File: src/core/cre_consts.vh
// constants for the receiver interrupt enable block
// How it works
// - init mode holds enable gate bits at reset
// - enable writes only with both handshake bits low; reads anytime
// - sensitivity fields survive init mode
// - bit 7 gates wake-up request
// - bit 6 gates status-change error request
// - bits 5-4 pick receiver change sensitivity
// - bits 3-2 pick transmitter change sensitivity
// - state flags track, frozen while flag pending
// - bit 1 gates overrun error request
// - bit 0 gates receive-full request
// - tx leaving bus-off for active forces rx active
// - one enable per transmit empty flag
// - bus status change selected by sensitivity sets change flag
// - receive counter below 96 means active
// - bus-off only when tx counter exceeds 255
`ifndef CRE_CONSTS_VH
`define CRE_CONSTS_VH

// register byte offsets
`define CRE_OFS_RX_FLAGS   6'h04
`define CRE_OFS_RX_IRQ_EN  6'h05
`define CRE_OFS_TX_FLAGS   6'h06
`define CRE_OFS_TX_IRQ_EN  6'h07

// field positions in flags and enable registers
`define CRE_BIT_WAKEUP     7
`define CRE_BIT_STATUS     6
`define CRE_BIT_OVERRUN    1
`define CRE_BIT_RXFULL     0
`define CRE_RX_SENS_HI     5
`define CRE_RX_SENS_LO     4
`define CRE_TX_SENS_HI     3
`define CRE_TX_SENS_LO     2

// reset values
`define CRE_RX_IRQ_EN_RST  8'h00
`define CRE_TX_IRQ_EN_RST  3'h0

// error state codes
`define CRE_ST_ACTIVE      2'h0
`define CRE_ST_WARNING     2'h1
`define CRE_ST_PASSIVE     2'h2
`define CRE_ST_BUSOFF      2'h3

// error counter thresholds
`define CRE_LIM_WARNING    9'h060
`define CRE_LIM_PASSIVE    9'h080
`define CRE_LIM_BUSOFF     9'h0ff

// sensitivity codes
`define CRE_SENS_NONE      2'h0
`define CRE_SENS_BUSOFF    2'h1
`define CRE_SENS_PASSIVE   2'h2
`define CRE_SENS_ALL       2'h3

`endif

File: src/core/cre_rx_irq.v
// receiver interrupt enable, status-change tracking and request gating
//
// Added by the designer: the register offsets and the plain strobed port.
`timescale 1ns/1ps
`default_nettype none
`include "cre_consts.vh"

module cre_rx_irq (
  input  wire       sys_clk_i,       // module clock, 250 MHz
  input  wire       rst_i,           // async reset, active high
  input  wire [5:0] addr_i,          // register byte address
  input  wire [7:0] wdata_i,         // write data
  input  wire       wr_i,            // write strobe
  input  wire       rd_i,            // read strobe
  output reg  [7:0] rdata_o,         // read data, cycle after rd_i
  input  wire       init_request_i,  // init mode requested
  input  wire       init_acknowledge_i, // init mode acknowledged
  input  wire [8:0] tec_i,           // transmit error counter
  input  wire [8:0] rec_i,           // receive error counter
  input  wire       wakeup_evt_i,    // wake-up event pulse
  input  wire       overrun_evt_i,   // overrun event pulse
  input  wire       rx_full_evt_i,   // good message stored pulse
  input  wire [2:0] tx_empty_flags_i, // transmit buffer empty levels
  output reg        wakeup_irq_o,    // wake-up request
  output reg        error_irq_o,     // error request
  output reg        rx_irq_o,        // receiver request
  output reg        tx_irq_o,        // transmitter empty request
  output reg        irq_o,           // any unmasked request
  output reg  [1:0] rx_error_state_o, // shown receiver state
  output reg  [1:0] tx_error_state_o  // shown transmitter state
);

  // error state of a counter, four codes
  function [1:0] cnt_state;
    input [8:0] cnt;
    begin
      if (cnt > `CRE_LIM_BUSOFF) begin
        cnt_state = `CRE_ST_BUSOFF;
      end else if (cnt >= `CRE_LIM_PASSIVE) begin
        cnt_state = `CRE_ST_PASSIVE;
      end else if (cnt >= `CRE_LIM_WARNING) begin
        cnt_state = `CRE_ST_WARNING;
      end else begin
        cnt_state = `CRE_ST_ACTIVE;
      end
    end
  endfunction

  // does a move from old to new matter at this sensitivity
  function sens_hit;
    input [1:0] sel;
    input [1:0] old_st;
    input [1:0] new_st;
    reg         old_bo;
    reg         new_bo;
    reg         old_ep;
    reg         new_ep;
    begin
      old_bo = (old_st == `CRE_ST_BUSOFF);
      new_bo = (new_st == `CRE_ST_BUSOFF);
      old_ep = (old_st >= `CRE_ST_PASSIVE);
      new_ep = (new_st >= `CRE_ST_PASSIVE);
      case (sel)
        `CRE_SENS_NONE: begin
          sens_hit = 1'b0;
        end
        `CRE_SENS_BUSOFF: begin
          sens_hit = (old_bo != new_bo);
        end
        `CRE_SENS_PASSIVE: begin
          sens_hit = (old_ep != new_ep);
        end
        default: begin
          sens_hit = (old_st != new_st);
        end
      endcase
    end
  endfunction

  // registers
  reg  [7:0] rx_irq_en_q;  // gate and sensitivity bits
  reg  [7:0] rx_irq_en_d;
  reg  [2:0] tx_irq_en_q;
  reg  [2:0] tx_irq_en_d;
  reg        wake_flag_q;
  reg        wake_flag_d;
  reg        status_change_flag_q;
  reg        status_change_flag_d;
  reg        ovr_flag_q;
  reg        ovr_flag_d;
  reg        rxf_flag_q;
  reg        rxf_flag_d;
  reg  [1:0] rx_st_q;
  reg  [1:0] rx_st_d;
  reg  [1:0] tx_st_q;
  reg  [1:0] tx_st_d;
  reg  [7:0] rdata_d;

  // reset image as a parameter so single bits can be picked from it
  localparam [7:0] rx_en_rst = `CRE_RX_IRQ_EN_RST;

  // decode
  wire       init_mode;
  wire       wr_ok;
  wire       wr_flags;
  wire       wr_rx_en;
  wire       wr_tx_en;
  wire [1:0] tx_act;
  wire [1:0] rx_act;
  wire       tx_leave_bo;
  wire       rx_hit;
  wire       tx_hit;
  wire       change_set;
  wire [7:0] flags_rd;

  // request terms, one per output
  wire       req_wake;
  wire       req_err;
  wire       req_rx;
  wire       req_tx;

  // init mode needs both request and acknowledge
  assign init_mode = init_request_i & init_acknowledge_i;
  // enable writes only when neither handshake bit is up
  assign wr_ok    = ~init_request_i & ~init_acknowledge_i;
  assign wr_flags = wr_i & (addr_i == `CRE_OFS_RX_FLAGS);
  assign wr_rx_en = wr_i & wr_ok & (addr_i == `CRE_OFS_RX_IRQ_EN);
  assign wr_tx_en = wr_i & wr_ok & (addr_i == `CRE_OFS_TX_IRQ_EN);

  // actual bus states from the counters
  assign tx_act      = cnt_state(tec_i);
  // exit is judged on the shown tx state: a bus-off held by a pending
  // flag still forces the receiver active at the edge that releases it
  assign tx_leave_bo = (tx_st_q == `CRE_ST_BUSOFF) &&
                       (tx_act == `CRE_ST_ACTIVE);
  // receiver mirrors bus-off and is forced active when tx exits bus-off to active
  assign rx_act = (tx_act == `CRE_ST_BUSOFF) ? `CRE_ST_BUSOFF :
                  tx_leave_bo ? `CRE_ST_ACTIVE :
                  ((rec_i > `CRE_LIM_BUSOFF) ? `CRE_ST_PASSIVE :
                   cnt_state(rec_i));

  // sensitivity filters on shown versus actual state
  assign rx_hit = sens_hit(rx_irq_en_q[`CRE_RX_SENS_HI:`CRE_RX_SENS_LO],
                           rx_st_q, rx_act);
  assign tx_hit = sens_hit(rx_irq_en_q[`CRE_TX_SENS_HI:`CRE_TX_SENS_LO],
                           tx_st_q, tx_act);
  // blocking flag: nothing new is seen while one is pending
  assign change_set = ~status_change_flag_q & (rx_hit | tx_hit);

  // flags register image
  assign flags_rd = {wake_flag_q, status_change_flag_q, rx_st_q,
                     tx_st_q, ovr_flag_q, rxf_flag_q};

  // request terms, flag AND enable, shared by each output and the OR
  assign req_wake = wake_flag_q & rx_irq_en_q[`CRE_BIT_WAKEUP];
  assign req_err  = (status_change_flag_q & rx_irq_en_q[`CRE_BIT_STATUS]) |
                    (ovr_flag_q & rx_irq_en_q[`CRE_BIT_OVERRUN]);
  assign req_rx   = rxf_flag_q & rx_irq_en_q[`CRE_BIT_RXFULL];
  assign req_tx   = |(tx_empty_flags_i & tx_irq_en_q);

  // enable registers: init holds only the gate bits, not sensitivity
  always @* begin
    rx_irq_en_d = rx_irq_en_q;
    tx_irq_en_d = tx_irq_en_q;
    if (wr_rx_en) begin
      rx_irq_en_d = wdata_i;
    end
    if (wr_tx_en) begin
      tx_irq_en_d = wdata_i[2:0];
    end
    if (init_mode) begin
      rx_irq_en_d[`CRE_BIT_WAKEUP]  = rx_en_rst[`CRE_BIT_WAKEUP];
      rx_irq_en_d[`CRE_BIT_STATUS]  = rx_en_rst[`CRE_BIT_STATUS];
      rx_irq_en_d[`CRE_BIT_OVERRUN] = rx_en_rst[`CRE_BIT_OVERRUN];
      rx_irq_en_d[`CRE_BIT_RXFULL]  = rx_en_rst[`CRE_BIT_RXFULL];
      // sensitivity bits keep their value here
      rx_irq_en_d[`CRE_RX_SENS_HI:`CRE_TX_SENS_LO] =
        rx_irq_en_q[`CRE_RX_SENS_HI:`CRE_TX_SENS_LO];
      tx_irq_en_d = `CRE_TX_IRQ_EN_RST;
    end
  end

  // sticky flags, write one clears, a same-cycle event wins
  // so an event landing on a clear is never lost
  always @* begin
    wake_flag_d          = wake_flag_q;
    status_change_flag_d = status_change_flag_q;
    ovr_flag_d           = ovr_flag_q;
    rxf_flag_d           = rxf_flag_q;
    if (wr_flags) begin
      if (wdata_i[`CRE_BIT_WAKEUP]) begin
        wake_flag_d = 1'b0;
      end
      if (wdata_i[`CRE_BIT_STATUS]) begin
        status_change_flag_d = 1'b0;
      end
      if (wdata_i[`CRE_BIT_OVERRUN]) begin
        ovr_flag_d = 1'b0;
      end
      if (wdata_i[`CRE_BIT_RXFULL]) begin
        rxf_flag_d = 1'b0;
      end
    end
    if (wakeup_evt_i) begin
      wake_flag_d = 1'b1;
    end
    if (change_set) begin
      status_change_flag_d = 1'b1;
    end
    if (overrun_evt_i) begin
      ovr_flag_d = 1'b1;
    end
    if (rx_full_evt_i) begin
      rxf_flag_d = 1'b1;
    end
  end

  // shown states follow actual only while no change flag is pending
  // a clear lets them catch up with the counters at the next edge
  always @* begin
    rx_st_d = rx_st_q;
    tx_st_d = tx_st_q;
    if (~status_change_flag_q) begin
      rx_st_d = rx_act;
      tx_st_d = tx_act;
    end
  end

  // read mux; unmapped addresses read zero
  always @* begin
    rdata_d = 8'h00;
    if (rd_i) begin
      case (addr_i)
        `CRE_OFS_RX_FLAGS: begin
          rdata_d = flags_rd;
        end
        `CRE_OFS_RX_IRQ_EN: begin
          rdata_d = rx_irq_en_q;
        end
        `CRE_OFS_TX_FLAGS: begin
          rdata_d = {5'h00, tx_empty_flags_i};
        end
        `CRE_OFS_TX_IRQ_EN: begin
          rdata_d = {5'h00, tx_irq_en_q};
        end
        default: begin
          rdata_d = 8'h00;
        end
      endcase
    end
  end

  // state flops
  always @(posedge sys_clk_i or posedge rst_i) begin
    if (rst_i) begin
      rx_irq_en_q          <= `CRE_RX_IRQ_EN_RST;
      tx_irq_en_q          <= `CRE_TX_IRQ_EN_RST;
      wake_flag_q          <= 1'b0;
      status_change_flag_q <= 1'b0;
      ovr_flag_q           <= 1'b0;
      rxf_flag_q           <= 1'b0;
      rx_st_q              <= `CRE_ST_ACTIVE;
      tx_st_q              <= `CRE_ST_ACTIVE;
      rdata_o              <= 8'h00;
    end else begin
      rx_irq_en_q          <= rx_irq_en_d;
      tx_irq_en_q          <= tx_irq_en_d;
      wake_flag_q          <= wake_flag_d;
      status_change_flag_q <= status_change_flag_d;
      ovr_flag_q           <= ovr_flag_d;
      rxf_flag_q           <= rxf_flag_d;
      rx_st_q              <= rx_st_d;
      tx_st_q              <= tx_st_d;
      rdata_o              <= rdata_d;
    end
  end

  // requests: flag AND enable, registered so outputs come from flops;
  // this costs one cycle of lag behind the flag
  always @(posedge sys_clk_i or posedge rst_i) begin
    if (rst_i) begin
      wakeup_irq_o     <= 1'b0;
      error_irq_o      <= 1'b0;
      rx_irq_o         <= 1'b0;
      tx_irq_o         <= 1'b0;
      irq_o            <= 1'b0;
      rx_error_state_o <= `CRE_ST_ACTIVE;
      tx_error_state_o <= `CRE_ST_ACTIVE;
    end else begin
      wakeup_irq_o <= req_wake;
      error_irq_o  <= req_err;
      rx_irq_o     <= req_rx;
      tx_irq_o     <= req_tx;
      irq_o        <= req_wake |
                      req_err |
                      req_rx |
                      req_tx;
      rx_error_state_o <= rx_st_q;
      tx_error_state_o <= tx_st_q;
    end
  end

endmodule
`default_nettype wire

File: config.mk
export PLATFORM = sky130hd
export DESIGN_NAME = cre_rx_irq
export DESIGN_NICKNAME = d
export VERILOG_FILES = /design/src/core/cre_rx_irq.v
export VERILOG_INCLUDE_DIRS = /design/src /design/src/core
export SDC_FILE = /design/constraint.sdc
export NUM_CORES = 1
export LEC_CHECK = 0
export BUFFER_PORTS_ARGS = -buffer_cell sky130_fd_sc_hd__buf_2
export CAP_MARGIN = 20
export CORE_MARGIN = 1.5
export CORE_UTILIZATION = 48
export DETAILED_ROUTE_END_ITERATION = 8
export GPL_ROUTABILITY_DRIVEN = 0
export PLACE_DENSITY = 0.78
export SLEW_MARGIN = 5
export SYNTH_ARGS = -nofsm -noshare
export SYNTH_HDL_FRONTEND = slang
export SYNTH_SLANG_ARGS = --single-unit
export TNS_END_PERCENT = 1
File: constraint.sdc
create_clock -name sys_clk_i -period 2.1 [get_ports sys_clk_i]
set_clock_uncertainty 0.2 [all_clocks]
set_input_delay 0.105 -clock sys_clk_i [delete_from_list [all_inputs] [get_ports sys_clk_i]]
set_output_delay 0.105 -clock sys_clk_i [all_outputs]
set_load 0.05 [all_outputs]
==> impl_metrics.ini <==
[floorplan]
start_util_pct = 49.91
core_um2 = 3337
rows = 21
fp.dieH_um = 61.90
die_w_um = 61.90
die-area_um2 = 3832
ios = 61

[routing]
vias = 1523
drt-wirelength-per-cell_um = 16.65
viasPerCell = 5.620
dr.pass1.iters = 4
drc = 0
drt-initial-drc-count = 104
final_antenna_net_count = 0
finalWirelength_um = 4513

[sta]
rsz0062_at_grt = false
finalCritPeriodShare_pct = 96.42
tightest_slew_ns = 0.5110
slew-limit-headroom_pct = 65.67
fmax_mhz = 493.9
hold_viol = 0
slew_viol_final = 0
layout_min_cycle_time_ns = 2.025
tns_ns = 0
setup_viol = 0

[synthesis]
synthFlopType = dfrtp_1
synth-simple-area-share_pct = 15.63
yosys_warnings = 0
synthAdderAreaFrac_pct = 0
syn_area_um2 = 1665
synth-seq-cells = 36
yosys.area.top_type = dfrtp_1
synthMuxAreaShare_pct = 15.70
synth_xor_area_share_pct = 1.052
synthCells = 144
synth_compound_area_share_pct = 10.82
synth_cell_types = 36
async_flop_share_pct = 100.0
synth_top_area_share_pct = 54.09
synth_nets = 188
synth_area_leaders = dfrtp_1, mux2i_1, mux4_2, mux2_4, nand2_1
synth_top_family_by_area = multiplexers
ys_seq_area_share_pct = 54.09
avgSynthCellArea_um2 = 11.56
synth-edff-count = 0

[status]
outcome = finished, final reports clean

[layout]
layoutNonFillerInstCount = 271
final_nets = 269
drive_gt1_share_pct = 33.78
area_growth_pct = 38.99
fill_cells = 234
antenna_cells = 0
layout_commonest_cell = buf_2
final_cell_mix = buf_2, dfrtp_1, dlygate4sd3_1

[placed_design]
numPortBuffers = 50
dp_cells = 235
dp_hpwl_um = 2684

[clock_network]
clockBufferDepth = 2
root_buffer = clkbuf_4
cts_tree = done
cts_max_level = 2
cts.sinks = 36
insertion_delay_ns = 0.36
clkTransAtPathRegs_ns = 0.10
cts_made_buffers = 5

[pwr]
p_leak_nw = 1.177
peakVddDrop_mv = 0.4945
power_density_nw_per_um2 = 748.3

[worst_setup_path]
cp.arrival_ns = 2.07
regToRegSetupSlack_ns = 0.23
r2r_end = rx_st_q[1]$_DFFE_PP0N_
crit_start = addr_i[5]
reg2reg_depth = 5
reg2reg_from = tx_st_q[1]$_DFFE_PP0N_
criticalPathCategory = in -> reg
crit_end = rxf_flag_q$_DFFE_PP0P_
start_kind = input port
cp-end-kind = flop
cp.required_ns = 2.14
critPathMaxFanout = 4

[min_path]
hold_depth = 4
hold_start = init_acknowledge_i
hold_class = in -> reg

[global_routing]
grt_pass1_wl_um = 6941
gr-usage-all-layers_pct = 26.02
antenna_found_initial = 0
overflow = 0
grt_max_degree = 37
grt_pass1_vias = 1389

[job]
maxCapViolations = 0
## state kept, by name (all words and copies together), names as in the netlist, 2 cells and up
| name | count |
|---|---|
| rdata_o | 8 |
| rx_irq_en_q | 8 |
| tx_irq_en_q | 3 |
| rx_error_state_o | 2 |
| rx_st_q | 2 |
| tx_error_state_o | 2 |
| tx_st_q | 2 |
## worst max-delay path, cell delays in order
cell           delay (ns)
buf_2                0.12
nor4b_4              0.34
nand2_2              0.12
nor3_1               0.41
nand2_1              0.18
a21o_1               0.23
dlygate4sd3_1        0.56
## worst min-delay path by stage
| stage | to | slack [ns] |
|---|---|---|
| floorplan | ovr_flag_q$_DFFE_PP0P_ | -0.003 |
| global placement | rx_error_state_o[1]$_DFF_PP0_ | 0.02 |
| detailed placement | rx_irq_en_q[4]$_DFFE_PP0P_ | 0.03 |
| CTS | tx_irq_en_q[2]$_DFFE_PP0P_ | 0.001 |
| global route | tx_irq_en_q[2]$_DFFE_PP0P_ | 0.02 |
| finish | tx_irq_en_q[2]$_DFFE_PP0P_ | 0.008 |
## area by class of cell
cell class | count | area, µm² | share of cell area (%)
inverter | 3 | 11.26 | 0.4865
sequential | 36 | 900.9 | 38.92
multi-input combinational | 98 | 724.4 | 31.30
timing repair buffer | 81 | 555.5 | 24.00
clock buffer | 7 | 65.06 | 2.811
tap | 46 | 57.56 | 2.486
## per-stage QoR
stage / hold slack, ns / util [%] / power (mW) / area [µm²] / setup slack [ns]
after detailed placement: 0.02501 / 58.57 / 1.292 / 1954 / 0.2080
after floorplan: -0.002709 / - / 1.153 / 1665 / 0.4546
after global placement: 0.01503 / 58.57 / 1.269 / 1954 / 0.2278
after global routing: 0.02011 / 69.37 / 1.806 / 2315 / 0.05967
final: 0.008428 / 69.37 / 1.732 / 2315 / 0.07525
after CTS: 0.001149 / 69.22 / 1.722 / 2310 / 0.1085
## report_power, final
group | internal [mW] | total [mW] | switching (mW) | leakage (nW)
Combinational | 0.166 | 0.444 | 0.278 | 0.677
Sequential | 0.779 | 0.873 | 0.0941 | 0.462
Clock | 0.190 | 0.415 | 0.226 | 0.0374
Total | 1.13 | 1.73 | 0.597 | 1.18
## layer usage
| metal | part of all wire [%] | global-route usage, % |
|---|---|---|
| met4 | 3.9 | 8.815 |
| met2 | 52 | 41.80 |
| met5 | 0 | 0 |
| met1 | 38 | 33.29 |
| met3 | 6.4 | 8.489 |
## cell usage after synthesis, drive strengths merged, types with 4 or more instances
cell type and instances:
dfrtp 36, nand2 17, mux2i 10, nor2 10, o21ai 8, a21oi 7, mux2 7, clkbuf 6
and3 5, a21o 4
## logic make-up (layout without fill, tap and decap cells)
kind of cell / after synthesis / count (layout)
flip-flops: 36 / 36
buffers and inverters: 10 / 91
AO/OA/AOI/OAI: 28 / 28
AND/OR/NAND/NOR: 48 / 48
multiplexers: 20 / 20
XOR/XNOR: 2 / 2
## what timing repair did
action,in CTS,in global routing
hold endpoints to repair,63,0
setup endpoints to repair,0,4
resized for setup,0,1
buffers inserted,0,0
hold buffers,29,0
No activity file was read; power rests on OpenSTA's default activity.
